### config.mk
export PLATFORM = sky130hd
export DESIGN_NAME = adc_split_out
export DESIGN_NICKNAME = d
export VERILOG_FILES = /design/src/adc_split_pkg.sv /design/src/level_sync.sv /design/src/tap_delay.sv /design/src/adc_split_out.sv
export SDC_FILE = /design/constraint.sdc
export NUM_CORES = 1
export LEC_CHECK = 0
export BUFFER_PORTS_ARGS = -buffer_cell sky130_fd_sc_hd__buf_2
export CORE_MARGIN = 2
export CORE_UTILIZATION = 45
export DETAILED_ROUTE_END_ITERATION = 12
export PLACE_DENSITY = 0.71
export SLEW_MARGIN = 20
export SYNTH_ARGS = -nofsm -noshare
export SYNTH_HDL_FRONTEND = slang
export SYNTH_SLANG_ARGS = --single-unit
### constraint.sdc
create_clock -name core_clk -period 3.7 [get_ports core_clk]
set_input_delay 1.11 -clock core_clk [delete_from_list [all_inputs] [get_ports core_clk]]
set_output_delay 1.11 -clock core_clk [all_outputs]
set_load 0.01 [all_outputs]
### src/adc_split_pkg.sv
// constants and types shared by the output splitter and its helpers
// assumes one sample clock domain and an AXI4-Lite register master
package adc_split_pkg;

   // ************************************************************
   // widths
   // ************************************************************
   localparam int          DATA_W      = 8;
   localparam int          ADDR_W      = 8;
   localparam int          DLY_DEPTH   = 16;
   localparam int          SYNC_STAGES = 2;

   // ************************************************************
   // register map
   // ************************************************************
   localparam logic [7:0]  CTRL_OFS    = 8'h00;
   localparam logic [7:0]  STAT_OFS    = 8'h04;
   localparam int          CTRL_SPLIT  = 0;
   localparam int          CTRL_RATE   = 1;
   localparam logic        SPLIT_RST   = 1'b0;
   localparam logic        RATE_RST    = 1'b0;
   localparam int          STAT_STROBE = 0;
   localparam int          STAT_CNT    = 1;
   localparam int          STAT_RESET  = 3;
   localparam int          STAT_SWAL   = 4;
   localparam logic [1:0]  RESP_OKAY   = 2'h0;
   localparam logic [1:0]  RESP_SLVERR = 2'h2;

   // ************************************************************
   // latencies: the specified ones in half sample cycles, the rest in whole sample cycles
   // ************************************************************
   localparam int          PRI_LAT_HALF = 15;
   localparam int          AUX_LAT_HALF = 17;
   localparam int          RST_LAT_HALF = 13;
   localparam int          PRI_LAT_CYC  = (PRI_LAT_HALF + 1) / 2;
   localparam int          AUX_LAT_CYC  = (AUX_LAT_HALF + 1) / 2;
   localparam int          RST_LAT_CYC  = (RST_LAT_HALF + 1) / 2;
   localparam int          FULL_LAT_DEF = 8;
   localparam int          QPRI_LAT_DEF = 8;
   localparam int          QAUX_LAT_DEF = 9;
   localparam logic [1:0]  CNT_RST      = 2'h0;

   // ************************************************************
   // output rate modes
   // ************************************************************
   typedef enum logic [1:0] {
      RATE_FULL    = 2'h0,
      RATE_HALF    = 2'h1,
      RATE_QUARTER = 2'h3
   } rate_t;

endpackage : adc_split_pkg

### src/level_sync.sv
// two-flop synchroniser for pin levels
// assumes inputs are asynchronous to core_clk
`timescale 1ns/1ps
module level_sync #(
   parameter int W = 2
) (
   input  wire logic         core_clk,
   input  wire logic         rstn,
   input  wire logic [W-1:0] din,
   output logic      [W-1:0] dout
);
   import adc_split_pkg::*;

   typedef struct packed {
      logic [W-1:0] meta;
      logic [W-1:0] stable;
   } sync_t;

   sync_t s_q;
   sync_t s_d;

   always_comb begin
      s_d        = s_q;
      s_d.meta   = din;
      s_d.stable = s_q.meta;
   end

   always_ff @(posedge core_clk or negedge rstn) begin
      if (!rstn) begin
         s_q <= '0;
      end else begin
         s_q <= s_d;
      end
   end

   assign dout = s_q.stable;

endmodule : level_sync

### src/tap_delay.sv
// shift register whose every stage is visible as a tap
// assumes din comes from logic on core_clk
`timescale 1ns/1ps
module tap_delay #(
   parameter int W     = 8,
   parameter int DEPTH = 16
) (
   input  wire logic                  core_clk,
   input  wire logic                  rstn,
   input  wire logic [W-1:0]          din,
   output logic      [DEPTH-1:0][W-1:0] taps
);
   import adc_split_pkg::*;

   typedef struct packed {
      logic [DEPTH-1:0][W-1:0] stage;
   } line_t;

   line_t s_q;
   line_t s_d;

   always_comb begin
      s_d          = s_q;
      s_d.stage[0] = din;
      for (int i = 1; i < DEPTH; i++) begin
         s_d.stage[i] = s_q.stage[i-1];
      end
   end

   always_ff @(posedge core_clk or negedge rstn) begin
      if (!rstn) begin
         s_q <= '0;
      end else begin
         s_q <= s_d;
      end
   end

   assign taps = s_q.stage;

endmodule : tap_delay

### src/adc_split_out.sv
// output splitter, strobe divider and aligned sync reset path
// assumes core_clk is the sample clock, samples arrive one per cycle
// from logic on core_clk, and software sets the mode over AXI4-Lite
`timescale 1ns/1ps
module adc_split_out #(
   parameter int FULL_LAT = adc_split_pkg::FULL_LAT_DEF,
   parameter int QPRI_LAT = adc_split_pkg::QPRI_LAT_DEF,
   parameter int QAUX_LAT = adc_split_pkg::QAUX_LAT_DEF
) (
   input  wire logic                             core_clk,
   input  wire logic                             rstn,
   // converter samples
   input  wire logic [adc_split_pkg::DATA_W-1:0] sample_data,
   // sync reset pins
   input  wire logic                             sync_reset_in_pos,
   input  wire logic                             sync_reset_in_neg,
   output logic                                  sync_reset_out_pos,
   output logic                                  sync_reset_out_neg,
   // output ports
   output logic                                  data_strobe,
   output logic      [adc_split_pkg::DATA_W-1:0] primary_data,
   output logic      [adc_split_pkg::DATA_W-1:0] aux_data,
   // axi4-lite slave
   input  wire logic [adc_split_pkg::ADDR_W-1:0] s_axi_awaddr,
   input  wire logic                             s_axi_awvalid,
   output logic                                  s_axi_awready,
   input  wire logic [31:0]                      s_axi_wdata,
   input  wire logic [3:0]                       s_axi_wstrb,
   input  wire logic                             s_axi_wvalid,
   output logic                                  s_axi_wready,
   output logic      [1:0]                       s_axi_bresp,
   output logic                                  s_axi_bvalid,
   input  wire logic                             s_axi_bready,
   input  wire logic [adc_split_pkg::ADDR_W-1:0] s_axi_araddr,
   input  wire logic                             s_axi_arvalid,
   output logic                                  s_axi_arready,
   output logic      [31:0]                      s_axi_rdata,
   output logic      [1:0]                       s_axi_rresp,
   output logic                                  s_axi_rvalid,
   input  wire logic                             s_axi_rready
);
   import adc_split_pkg::*;

   // ************************************************************
   // tap positions
   // ************************************************************
   // data: shift stage plus output flop; reset: sync, stage, output
   localparam logic [3:0] HPRI_TAP = 4'(PRI_LAT_CYC - 2);
   localparam logic [3:0] HAUX_TAP = 4'(AUX_LAT_CYC - 2);
   localparam logic [3:0] FPRI_TAP = 4'(FULL_LAT - 2);
   localparam logic [3:0] QPRI_TAP = 4'(QPRI_LAT - 2);
   localparam logic [3:0] QAUX_TAP = 4'(QAUX_LAT - 2);
   localparam logic [3:0] RST_TAP  = 4'(RST_LAT_CYC - SYNC_STAGES - 2);

   // ************************************************************
   // state
   // ************************************************************
   typedef struct packed {
      logic              awready;
      logic              wready;
      logic              bvalid;
      logic [1:0]        bresp;
      logic              aw_got;
      logic              w_got;
      logic [ADDR_W-1:0] awaddr;
      logic [31:0]       wdata;
      logic [3:0]        wstrb;
      logic              arready;
      logic              rvalid;
      logic [1:0]        rresp;
      logic [31:0]       rdata;
      logic              split_en;
      logic              rate_sel;
      logic [1:0]        cnt;
      logic [1:0]        expect_cnt;
      logic              rst_prev;
      logic              swal_seen;
      logic              swal_last;
      logic              strobe;
      logic [DATA_W-1:0] pri;
      logic [DATA_W-1:0] aux;
      logic              rout_p;
      logic              rout_n;
   } state_t;

   state_t s_q;
   state_t s_d;

   // ************************************************************
   // reset pin capture and delay lines
   // ************************************************************
   logic [1:0]                     rst_pins;
   logic                           rst_cap;
   logic                           rst_feed;
   logic [DLY_DEPTH-1:0][0:0]      rst_taps;
   logic [DLY_DEPTH-1:0][DATA_W-1:0] data_taps;

   level_sync #(
      .W (2)
   ) u_rst_sync (
      .core_clk (core_clk),
      .rstn     (rstn),
      .din      ({sync_reset_in_pos, sync_reset_in_neg}),
      .dout     (rst_pins)
   );

   assign rst_cap = rst_pins[1] & ~rst_pins[0];

   tap_delay #(
      .W     (DATA_W),
      .DEPTH (DLY_DEPTH)
   ) u_data_line (
      .core_clk (core_clk),
      .rstn     (rstn),
      .din      (sample_data),
      .taps     (data_taps)
   );

   tap_delay #(
      .W     (1),
      .DEPTH (DLY_DEPTH)
   ) u_rst_line (
      .core_clk (core_clk),
      .rstn     (rstn),
      .din      (rst_feed),
      .taps     (rst_taps)
   );

   // ************************************************************
   // mode and divider control
   // ************************************************************
   rate_t      mode;
   logic [1:0] wrap;
   logic [1:0] exp_now;
   logic       rst_rise;
   logic       swallow;
   logic [3:0] pri_tap;
   logic [3:0] aux_tap;

   always_comb begin
      mode    = RATE_FULL;
      wrap    = 2'h0;
      pri_tap = FPRI_TAP;
      aux_tap = FPRI_TAP;
      if (s_q.split_en) begin
         if (s_q.rate_sel) begin
            mode    = RATE_QUARTER;
            wrap    = 2'h3;
            pri_tap = QPRI_TAP;
            aux_tap = QAUX_TAP;
         end else begin
            mode    = RATE_HALF;
            wrap    = 2'h1;
            pri_tap = HPRI_TAP;
            aux_tap = HAUX_TAP;
         end
      end
   end

   assign rst_rise = rst_cap & ~s_q.rst_prev;
   assign exp_now  = rst_rise ? CNT_RST : s_q.expect_cnt;
   assign swallow  = rst_cap && (mode != RATE_FULL)
                     && (s_q.cnt != exp_now);
   assign rst_feed = rst_cap & ~swallow & ~s_q.swal_seen;

   // ************************************************************
   // next state
   // ************************************************************
   logic aw_sel_ctrl;
   logic aw_sel_stat;
   logic ar_sel_ctrl;
   logic ar_sel_stat;
   logic do_write;
   logic strobe_rise;

   always_comb begin
      s_d         = s_q;
      aw_sel_ctrl = (s_q.awaddr[ADDR_W-1:2] == CTRL_OFS[ADDR_W-1:2]);
      aw_sel_stat = (s_q.awaddr[ADDR_W-1:2] == STAT_OFS[ADDR_W-1:2]);
      ar_sel_ctrl = (s_axi_araddr[ADDR_W-1:2] == CTRL_OFS[ADDR_W-1:2]);
      ar_sel_stat = (s_axi_araddr[ADDR_W-1:2] == STAT_OFS[ADDR_W-1:2]);
      do_write    = s_q.aw_got & s_q.w_got & ~s_q.bvalid;
      strobe_rise = 1'b0;

      // write address and data, taken in either order
      if (s_axi_awvalid & s_q.awready) begin
         s_d.aw_got = 1'b1;
         s_d.awaddr = s_axi_awaddr;
      end
      if (s_axi_wvalid & s_q.wready) begin
         s_d.w_got = 1'b1;
         s_d.wdata = s_axi_wdata;
         s_d.wstrb = s_axi_wstrb;
      end
      if (s_q.bvalid & s_axi_bready) begin
         s_d.bvalid = 1'b0;
      end
      if (do_write) begin
         s_d.aw_got = 1'b0;
         s_d.w_got  = 1'b0;
         s_d.bvalid = 1'b1;
         s_d.bresp  = RESP_OKAY;
         if (aw_sel_ctrl) begin
            if (s_q.wstrb[0]) begin
               s_d.split_en = s_q.wdata[CTRL_SPLIT];
               s_d.rate_sel = s_q.wdata[CTRL_RATE];
            end
         end else if (!aw_sel_stat) begin
            s_d.bresp = RESP_SLVERR;
         end
      end
      s_d.awready = ~s_d.aw_got & ~s_d.bvalid;
      s_d.wready  = ~s_d.w_got & ~s_d.bvalid;

      // read channel
      if (s_q.rvalid & s_axi_rready) begin
         s_d.rvalid = 1'b0;
      end
      if (s_axi_arvalid & s_q.arready) begin
         s_d.rvalid = 1'b1;
         s_d.rresp  = RESP_OKAY;
         s_d.rdata  = 32'h0;
         if (ar_sel_ctrl) begin
            s_d.rdata[CTRL_SPLIT] = s_q.split_en;
            s_d.rdata[CTRL_RATE]  = s_q.rate_sel;
         end else if (ar_sel_stat) begin
            s_d.rdata[STAT_STROBE]           = s_q.strobe;
            s_d.rdata[STAT_CNT+1:STAT_CNT]   = s_q.cnt;
            s_d.rdata[STAT_RESET]            = rst_cap;
            s_d.rdata[STAT_SWAL]             = s_q.swal_last;
         end else begin
            s_d.rresp = RESP_SLVERR;
         end
      end
      s_d.arready = ~s_d.rvalid;

      // divider: hold one cycle per mismatch while reset is captured
      s_d.rst_prev = rst_cap;
      if (mode == RATE_FULL) begin
         s_d.cnt = CNT_RST;
      end else if (swallow) begin
         s_d.cnt = s_q.cnt;
      end else if (s_q.cnt >= wrap) begin
         s_d.cnt = CNT_RST;
      end else begin
         s_d.cnt = s_q.cnt + 2'h1;
      end
      s_d.expect_cnt = (exp_now >= wrap) ? CNT_RST : exp_now + 2'h1;

      // swallowed flag: set wins over the clear on a new reset
      if (!rst_cap) begin
         s_d.swal_seen = 1'b0;
      end else if (swallow) begin
         s_d.swal_seen = 1'b1;
      end
      if (swallow) begin
         s_d.swal_last = 1'b1;
      end else if (rst_rise) begin
         s_d.swal_last = 1'b0;
      end

      // strobe: toggles at full rate, else follows the divider count and holds while a swallow holds it
      case (mode)
         RATE_FULL: begin
            s_d.strobe  = ~s_q.strobe;
            strobe_rise = 1'b1;
         end
         RATE_HALF: begin
            s_d.strobe  = (s_d.cnt == CNT_RST);
            strobe_rise = s_d.strobe & ~s_q.strobe;
         end
         RATE_QUARTER: begin
            s_d.strobe  = ~s_d.cnt[1];
            strobe_rise = s_d.strobe & ~s_q.strobe;
         end
         default: begin
            s_d.strobe  = 1'b0;
            strobe_rise = 1'b0;
         end
      endcase

      // ports update with the strobe rising edge, or every cycle at full rate
      if (strobe_rise) begin
         s_d.pri = data_taps[pri_tap];
         if (mode == RATE_FULL) begin
            s_d.aux = '0;
         end else begin
            s_d.aux = data_taps[aux_tap];
         end
      end

      // reset output, time aligned to port data
      s_d.rout_p = rst_taps[RST_TAP][0];
      s_d.rout_n = ~rst_taps[RST_TAP][0];
   end

   // ************************************************************
   // registers
   // ************************************************************
   always_ff @(posedge core_clk or negedge rstn) begin
      if (!rstn) begin
         s_q          <= '0;
         s_q.split_en <= SPLIT_RST;
         s_q.rate_sel <= RATE_RST;
         s_q.cnt      <= CNT_RST;
         s_q.rout_n   <= 1'b1;
      end else begin
         s_q <= s_d;
      end
   end

   // ************************************************************
   // outputs
   // ************************************************************
   assign sync_reset_out_pos = s_q.rout_p;
   assign sync_reset_out_neg = s_q.rout_n;
   assign data_strobe        = s_q.strobe;
   assign primary_data       = s_q.pri;
   assign aux_data           = s_q.aux;
   assign s_axi_awready      = s_q.awready;
   assign s_axi_wready       = s_q.wready;
   assign s_axi_bresp        = s_q.bresp;
   assign s_axi_bvalid       = s_q.bvalid;
   assign s_axi_arready      = s_q.arready;
   assign s_axi_rdata        = s_q.rdata;
   assign s_axi_rresp        = s_q.rresp;
   assign s_axi_rvalid       = s_q.rvalid;

endmodule : adc_split_out

==> results of run 1 <==
[cell families (layout without fill, tap and decap cells)]
logic type / count (synthesis) / in the layout / share of synthesized area (%)
AOI/OAI and AO/OA: 26 / 26 / 4.27
xor gates and xnor gates: 3 / 3 / 0.594
adders and majority gates: 4 / 4 / 1.13
buffers and inverters: 64 / 101 / 10.4
DFF: 123 / 123 / 69.6
muxes: 27 / 27 / 7.32
other: 1 / 29 / 0.0847
and+or+nand+nor: 59 / 59 / 6.67
[worst max path at each step]
| stage | cells past startpoint | end | slack (ns) |
|---|---|---|---|
| floorplan | 10 | primary_data[0] | 0.97 |
| global placement | 7 | primary_data[6] | 0.73 |
| detailed placement | 7 | primary_data[7] | 0.67 |
| CTS | 7 | primary_data[1] | 0.62 |
| global route | 7 | primary_data[6] | 0.29 |
| finish | 7 | primary_data[3] | 0.55 |
[power groups by stage]
stage / logic, W / registers [W] / clock network, W
after floorplan: 0.000357 / 0.00161 / 0
after global placement: 0.000411 / 0.00164 / 0
after detailed placement: 0.000424 / 0.00165 / 0
after CTS: 0.000426 / 0.00163 / 0.00148
after global routing: 0.000470 / 0.00165 / 0.00154
final: 0.000416 / 0.00162 / 0.00144
[area by class of cell]
class | count | area share, %
multi-input combinational | 148 | 19.4
clock inverter | 12 | 1.76
timing repair buffer | 63 | 6.49
clock buffer | 20 | 8.68
inverter | 6 | 0.439
tap | 133 | 3.24
sequential | 123 | 60.0
[per-layer routing]
layer / wire length (um) / global-route usage (%)
met4: 29 / 5.77
met3: 378 / 4.23
met1: 2680 / 15.2
met5: 0 / 0
met2: 2870 / 19.7
[registers in the layout, summed over array words and instances, names as in the netlist]
signal / flops
aux_data: 8
data_strobe: 1
primary_data: 8
s_axi_arready: 1
s_axi_awready: 1
s_axi_bresp: 1
s_axi_bvalid: 1
s_axi_rdata: 5
s_axi_rresp: 1
s_axi_rvalid: 1
s_axi_wready: 1
s_q: 20
sync_reset_out_neg: 1
sync_reset_out_pos: 1
u_data_line.taps: 64
u_rst_line.taps: 4
u_rst_sync.dout: 2
u_rst_sync.s_d: 2
[per-stage QoR]
step / area, sq um / cells / power [W] / worst slack, ns / utilization, %
4_1_cts: 5130 / 505 / 0.00353 / 0.621 / 53.2
5_1_grt: 5130 / 505 / 0.00367 / 0.285 / 53.2
3_3_place_gp: 4590 / 473 / 0.00205 / 0.729 / 47.7
6_report: 5130 / 505 / 0.00348 / 0.547 / 53.2
2_1_floorplan: 4530 / 335 / 0.00197 / 0.969 / -
3_5_place_dp: 4590 / 473 / 0.00207 / 0.667 / 47.7
[cells in the final DEF (no fill, tap or decap), drive strengths merged, types with 3 or more instances in the layout]
master and count:
conb 29, a21oi 6, clkinv 6, mux2 19
mux2i 8, buf 63, inv 9, a22o 3
a32o 3, clkinvlp 3, nand2 29, nor2 9
clkbuf 20, dfrtp 122, o21ai 5, ha 4
[worst reg2reg max path: cells and delay by family (launching register included)]
family	cells	cell delay (ns)
AOI/OAI and AO/OA	4	1.32
DFF	1	0.82
muxes	1	0.37
adders and majority gates	1	0.36
and+or+nand+nor	1	0.17
==> results by group, run 1 <==
Synth
  • Synth warnings: 0
  • Most area-consuming cells after synthesis: dfrtp_1, buf_4, mux2_2
  • Top cells by count, synth: dfrtp_1, buf_4, nand2_1, mux2_2, nor2_1
  • Area of the mapped netlist: ~4400 sq um
  • Synth Instances: just over 300
  • Post-synthesis sequential area ratio: 69.6%
  • EDFF count, synth: 0
  • Synthesis-stage register bit count: 123
  • Top_reg_cell synth: dfrtp_1
  • Syn avg cell area: 14.4 sq um
  • Cell with the most instances after synthesis: dfrtp_1
  • Top-area cell type share of the netlist area: a little under 70%
  • Synth async-reset ratio: 100%
  • Synth cell types: 43
  • Yosys top cell by area: dfrtp_1

Clocking
  • CTS root buf: clkbuf_8
  • Hold_buf cts: 0
  • Setup Fix Bufs, Post-CTS: 0
  • Post-cts sizing count: 0
  • Skew-Pair Late Insertion Delay: 0.49 ns
  • # H-tree levels: 4
  • Clock slew at reported path FFs: 0.06 ns
  • Num CTS Buffers: 17
  • CTS tree: built
  • CTS max path bufs: 2
  • CTS sink count: 123

Setup path
  • R2r startpoint: s_q[27]
  • CP Class: reg2reg
  • Req. time, crit path: 4.07 ns
  • CP Buf/Inv Count: 0
  • CP arrival: 3.53 ns
  • Flop2flop setup slack: 0.55 ns
  • Crit-path max cell delay: 0.82 ns
  • Setup crit end kind: register
  • Critical Path Fanout Max: 24
  • Reg-to-reg endpoint: primary_data[3]
  • Slowest CP cell: dfrtp_1
  • Worst Reg-to-Reg Cells: 7
  • Crit-path cells: ha_1 -> nand2b_1 -> a2111oi_0 -> o21ai_0 -> o31a_1 -> a41o_1 -> mux2_4
  • Critical Path Source Type: register
  • Crit path launch: s_q[27]
  • CP top delay family: compound AO/OA/AOI/OAI gates

Power and ir drop
  • Psw: 0.000897 W
  • Lkg Pwr: roughly 2.5 nW
  • Max VDD drop: between 0.2 and 0.3 mV
  • Internal: about 0.0026 W
  • Pwr Density: 678 nW/um^2
  • Combinational share of power: a little under an eighth
  • Sequential Power Share: roughly 47%
  • Switching share of power: 25.8%
  • Power share of the clock group: 41.3%

Flow run
  • Max-capacitance violation count: 0

Drt
  • Antenna Violating Nets Remaining: 0
  • Pre-antenna DRT Iters: 4
  • Vias/cell: around 4.4
  • First DRT Iteration DRCs: 48
  • Residual DRC: 0
  • Routed len/inst: 11.8 um
  • Drt total wl: 5.96 mm
  • Vias: 2246

Global routing
  • Initial antenna violation count: 0
  • First-pass GRT wire length: 9.94 mm
  • GRT Residual Overflow: 0
  • Vias in the first global route: between 2k and 2.5k
  • Largest net degree at the start of global routing: 74
  • All-Layer GR Usage: between 10% and 20%

Timing
  • Tightest Pin Transition: 0.894 ns
  • Highest clock rate: 317 MHz
  • Final period utilization: 85.2%
  • RSZ-0062 raised after global routing: no
  • Post-route minimum period: 3.15 ns
  • Max Transition Viols Final: 0
  • Hold Violations, Final: 0
  • Final setup viols: 0
  • Min Hold Slack: approximately 0.34 ns
  • Layout Skew: 0.00766 ns
  • Setup TNS: 0 ns
  • Rel. slew slack: 40.4%

Floorplanning
  • Die span in x: 103 um
  • Row count: 36
  • DIE HEIGHT: 103 um
  • Top Ports: approximately 130
  • Initial Utilization: 45.9%
  • Die ar.: 10600 sq um
  • Core area: 9640 sq um

Worst hold path
  • Worst Hold Launch: u_data_line.taps[32]
  • Worst hold path cell count: 0
  • Hold Path End: u_data_line.taps[40]
  • Hold Crit Class: reg2reg

Placed design
  • Final GP Congestion: about 0.7
  • Port Buf Inserts: 62
  • Hpwl dp: between 3 and 4 mm

Run status
  • Status: finished, final reports clean

Finish
  • FF/Latch Area: approximately 3000 sq um
  • Multi-input logic area: 993 sq um
  • Antenna diodes: 0
  • Nets@finish: 432
  • Area Overhead vs Synth: 15.9%
  • Layout cells sized above 1: a little under a third
  • Filler Cell Count: 851
(Power assumes the default switching activity.)
==> run 2, diff against run 1 <==
CORE_MARGIN = not set   (was 2)
==> run 2 against run 1 <==
Net effect:
- critical path depth up 1
- maximum frequency up 14%
- utilization up 2.6 points
- sequential cell count unchanged
- worst setup slack better by 0.39 ns
- clock-buffer cell count down 2
- die area down 3.8%
- critical path type unchanged
- largest cell class unchanged
- largest power group is now clock
==> results by group, run 2 (synthesis results as in run 1) <==
Timing
  • Hold Violations, Final: 0 (unchanged)
  • RSZ-0062 raised after global routing: no
  • Highest clock rate: 362 MHz (+14%)
  • Tightest Pin Transition: 0.908 ns (+0.0143 ns)
  • Rel. slew slack: 39.5% (-0.95 points)
  • Max Transition Viols Final: 0 (unchanged)
  • Post-route minimum period: 2.76 ns (-0.394 ns)
  • Layout Skew: 0.0140 ns (+0.00639 ns)
  • Final period utilization: 74.6% (-11 points)
  • Setup TNS: 0 ns (unchanged)
  • Final setup viols: 0 (unchanged)
  • Min Hold Slack: 0.340 ns (-0.00183 ns)

Clocking
  • Setup Fix Bufs, Post-CTS: 0 (unchanged)
  • Num CTS Buffers: 17 (unchanged)
  • CTS tree: built
  • Skew-Pair Late Insertion Delay: 0.51 ns (+0.02 ns)
  • # H-tree levels: 4 (unchanged)
  • Hold_buf cts: 0 (unchanged)
  • CTS root buf: clkbuf_8
  • Clock slew at reported path FFs: 0.06 ns (about the same)
  • Post-cts sizing count: 0 (unchanged)
  • CTS max path bufs: 2 (unchanged)
  • CTS sink count: 123 (unchanged)

Drt
  • Drt total wl: 6.00 mm (+0.79%)
  • Routed len/inst: 11.9 um (+1.2%)
  • Vias/cell: 4.45 (about the same)
  • Vias: 2239 (-0.31%)
  • Antenna Violating Nets Remaining: 0 (unchanged)
  • Residual DRC: 0 (unchanged)
  • Pre-antenna DRT Iters: 4 (unchanged)
  • First DRT Iteration DRCs: 96 (+100%)

Setup path
  • Critical Path Source Type: register
  • Req. time, crit path: 4.09 ns (+0.02 ns)
  • CP arrival: 3.14 ns (-0.39 ns)
  • Critical Path Fanout Max: 8 (-67%)
  • Setup crit end kind: register
  • CP Class: reg2reg

Floorplanning
  • DIE HEIGHT: 101 um (-1.9%)
  • Top Ports: 129 (unchanged)
  • Die span in x: 101 um (-1.9%)
  • Die ar.: 10200 sq um (-3.8%)
  • Core area: 9370 sq um (-2.8%)
  • Row count: 35 (-2.8%)
  • Initial Utilization: 47.2% (+1.3 points)

Placed design
  • Port Buf Inserts: 62 (unchanged)
  • Placed instance area: 4600 sq um (+0.22%)
  • Final GP Congestion: 0.764 (+6.1%)
  • Hpwl dp: 3.77 mm (-1.9%)
  • DP Cell Count: 471 (-0.42%)

Power and ir drop
  • Pwr Density: 717 nW/um^2 (+5.7%)
  • Max VDD drop: 0.423 mV (+49%)
  • Lkg Pwr: 2.56 nW (+2.2%)

Finish
  • Most frequent cells in the layout: dfrtp_1, buf_2, nand2_1, conb_1, clkbuf_16
  • Nets@finish: 434 (+0.46%)
  • Antenna diodes: 0 (unchanged)
  • Most common cell after layout, fill and taps aside: dfrtp_1
  • Area Overhead vs Synth: 18.1%
  • Max reg flops: 64 (unchanged)
  • Final Cell Area: 5230 sq um (+1.9%)
  • Non-Filler Instances: 503 (-0.40%)
  • Final core utilization: 55.8% (+2.6 points)
  • Layout cells sized above 1: 31.8% (+0.37 points)

Global routing
  • Initial antenna violation count: 0 (unchanged)
  • Largest net degree at the start of global routing: 75 (+1.4%)
  • All-Layer GR Usage: 13.3% (+0.94 points)
  • Vias in the first global route: 2103 (-5.6%)
  • First-pass GRT wire length: 9.96 mm (+0.21%)
  • GRT Residual Overflow: 0 (unchanged)

Worst hold path
  • Hold Crit Class: reg2reg

Flow run
  • Max-capacitance violation count: 0 (unchanged)

Run status
  • Status: finished, final reports clean
## run 2: critical path: stages, from the launching register on
cell	delay, ns
dfrtp_1	0.51
inv_1	0.12
ha_1	0.30
nand2b_1	0.17
a2111oi_0	0.41
o21ai_0	0.16
o31a_1	0.16
a41o_1	0.43
mux2_4	0.37
## run 2: worst paths after layout
check,startpoint,endpoint,slack [ns],depth (start not counted)
setup / recovery,s_q[24],primary_data[3],0.94,8
hold / removal,u_data_line.taps[42],u_data_line.taps[50],0.34,0
setup reg to reg,s_q[24],primary_data[3],0.94,8
hold reg to reg,u_data_line.taps[42],u_data_line.taps[50],0.34,0
max in group asynchronous,rstn,u_data_line.taps[42],2.19,2
min in group asynchronous,rstn,s_axi_rvalid,0.75,1
## run 2: cell type report
| cell class | instances | area, sq um |
|---|---|---|
| fill | 761 | 4140 |
| clock buffer | 18 | 418 |
| inverter | 6 | 22.5 |
| tap | 129 | 161 |
| clock inverter | 14 | 206 |
| multi-input combinational | 148 | 993 |
| timing repair buffer | 65 | 348 |
| sequential | 123 | 3080 |
## run 2: report_power, final
| part | internal, W | switching [W] |
|---|---|---|
| clock network | 0.00111 | 0.000596 |
| registers | 0.00151 | 0.0000857 |
| logic | 0.000210 | 0.000234 |
| total | 0.00283 | 0.000916 |
## run 2: metal layers
metal | vias up | GRT usage [%] | wire length [um]
met2 | 83 | 19.7 | 2820
met3 | 4 | 6.07 | 398
met5 | - | 0 | 0
met4 | 0 | 6.91 | 46
met1 | 1102 | 16.3 | 2730
li1 | 1050 | - | -
## run 2: through the flow
step / power, W / setup WS, ns
2_1_floorplan: 0.00197 / 0.969
3_3_place_gp: 0.00205 / 1.10
3_5_place_dp: 0.00207 / 1.04
4_1_cts: 0.00380 / 1.00
5_1_grt: 0.00393 / 0.754
6_report: 0.00375 / 0.941
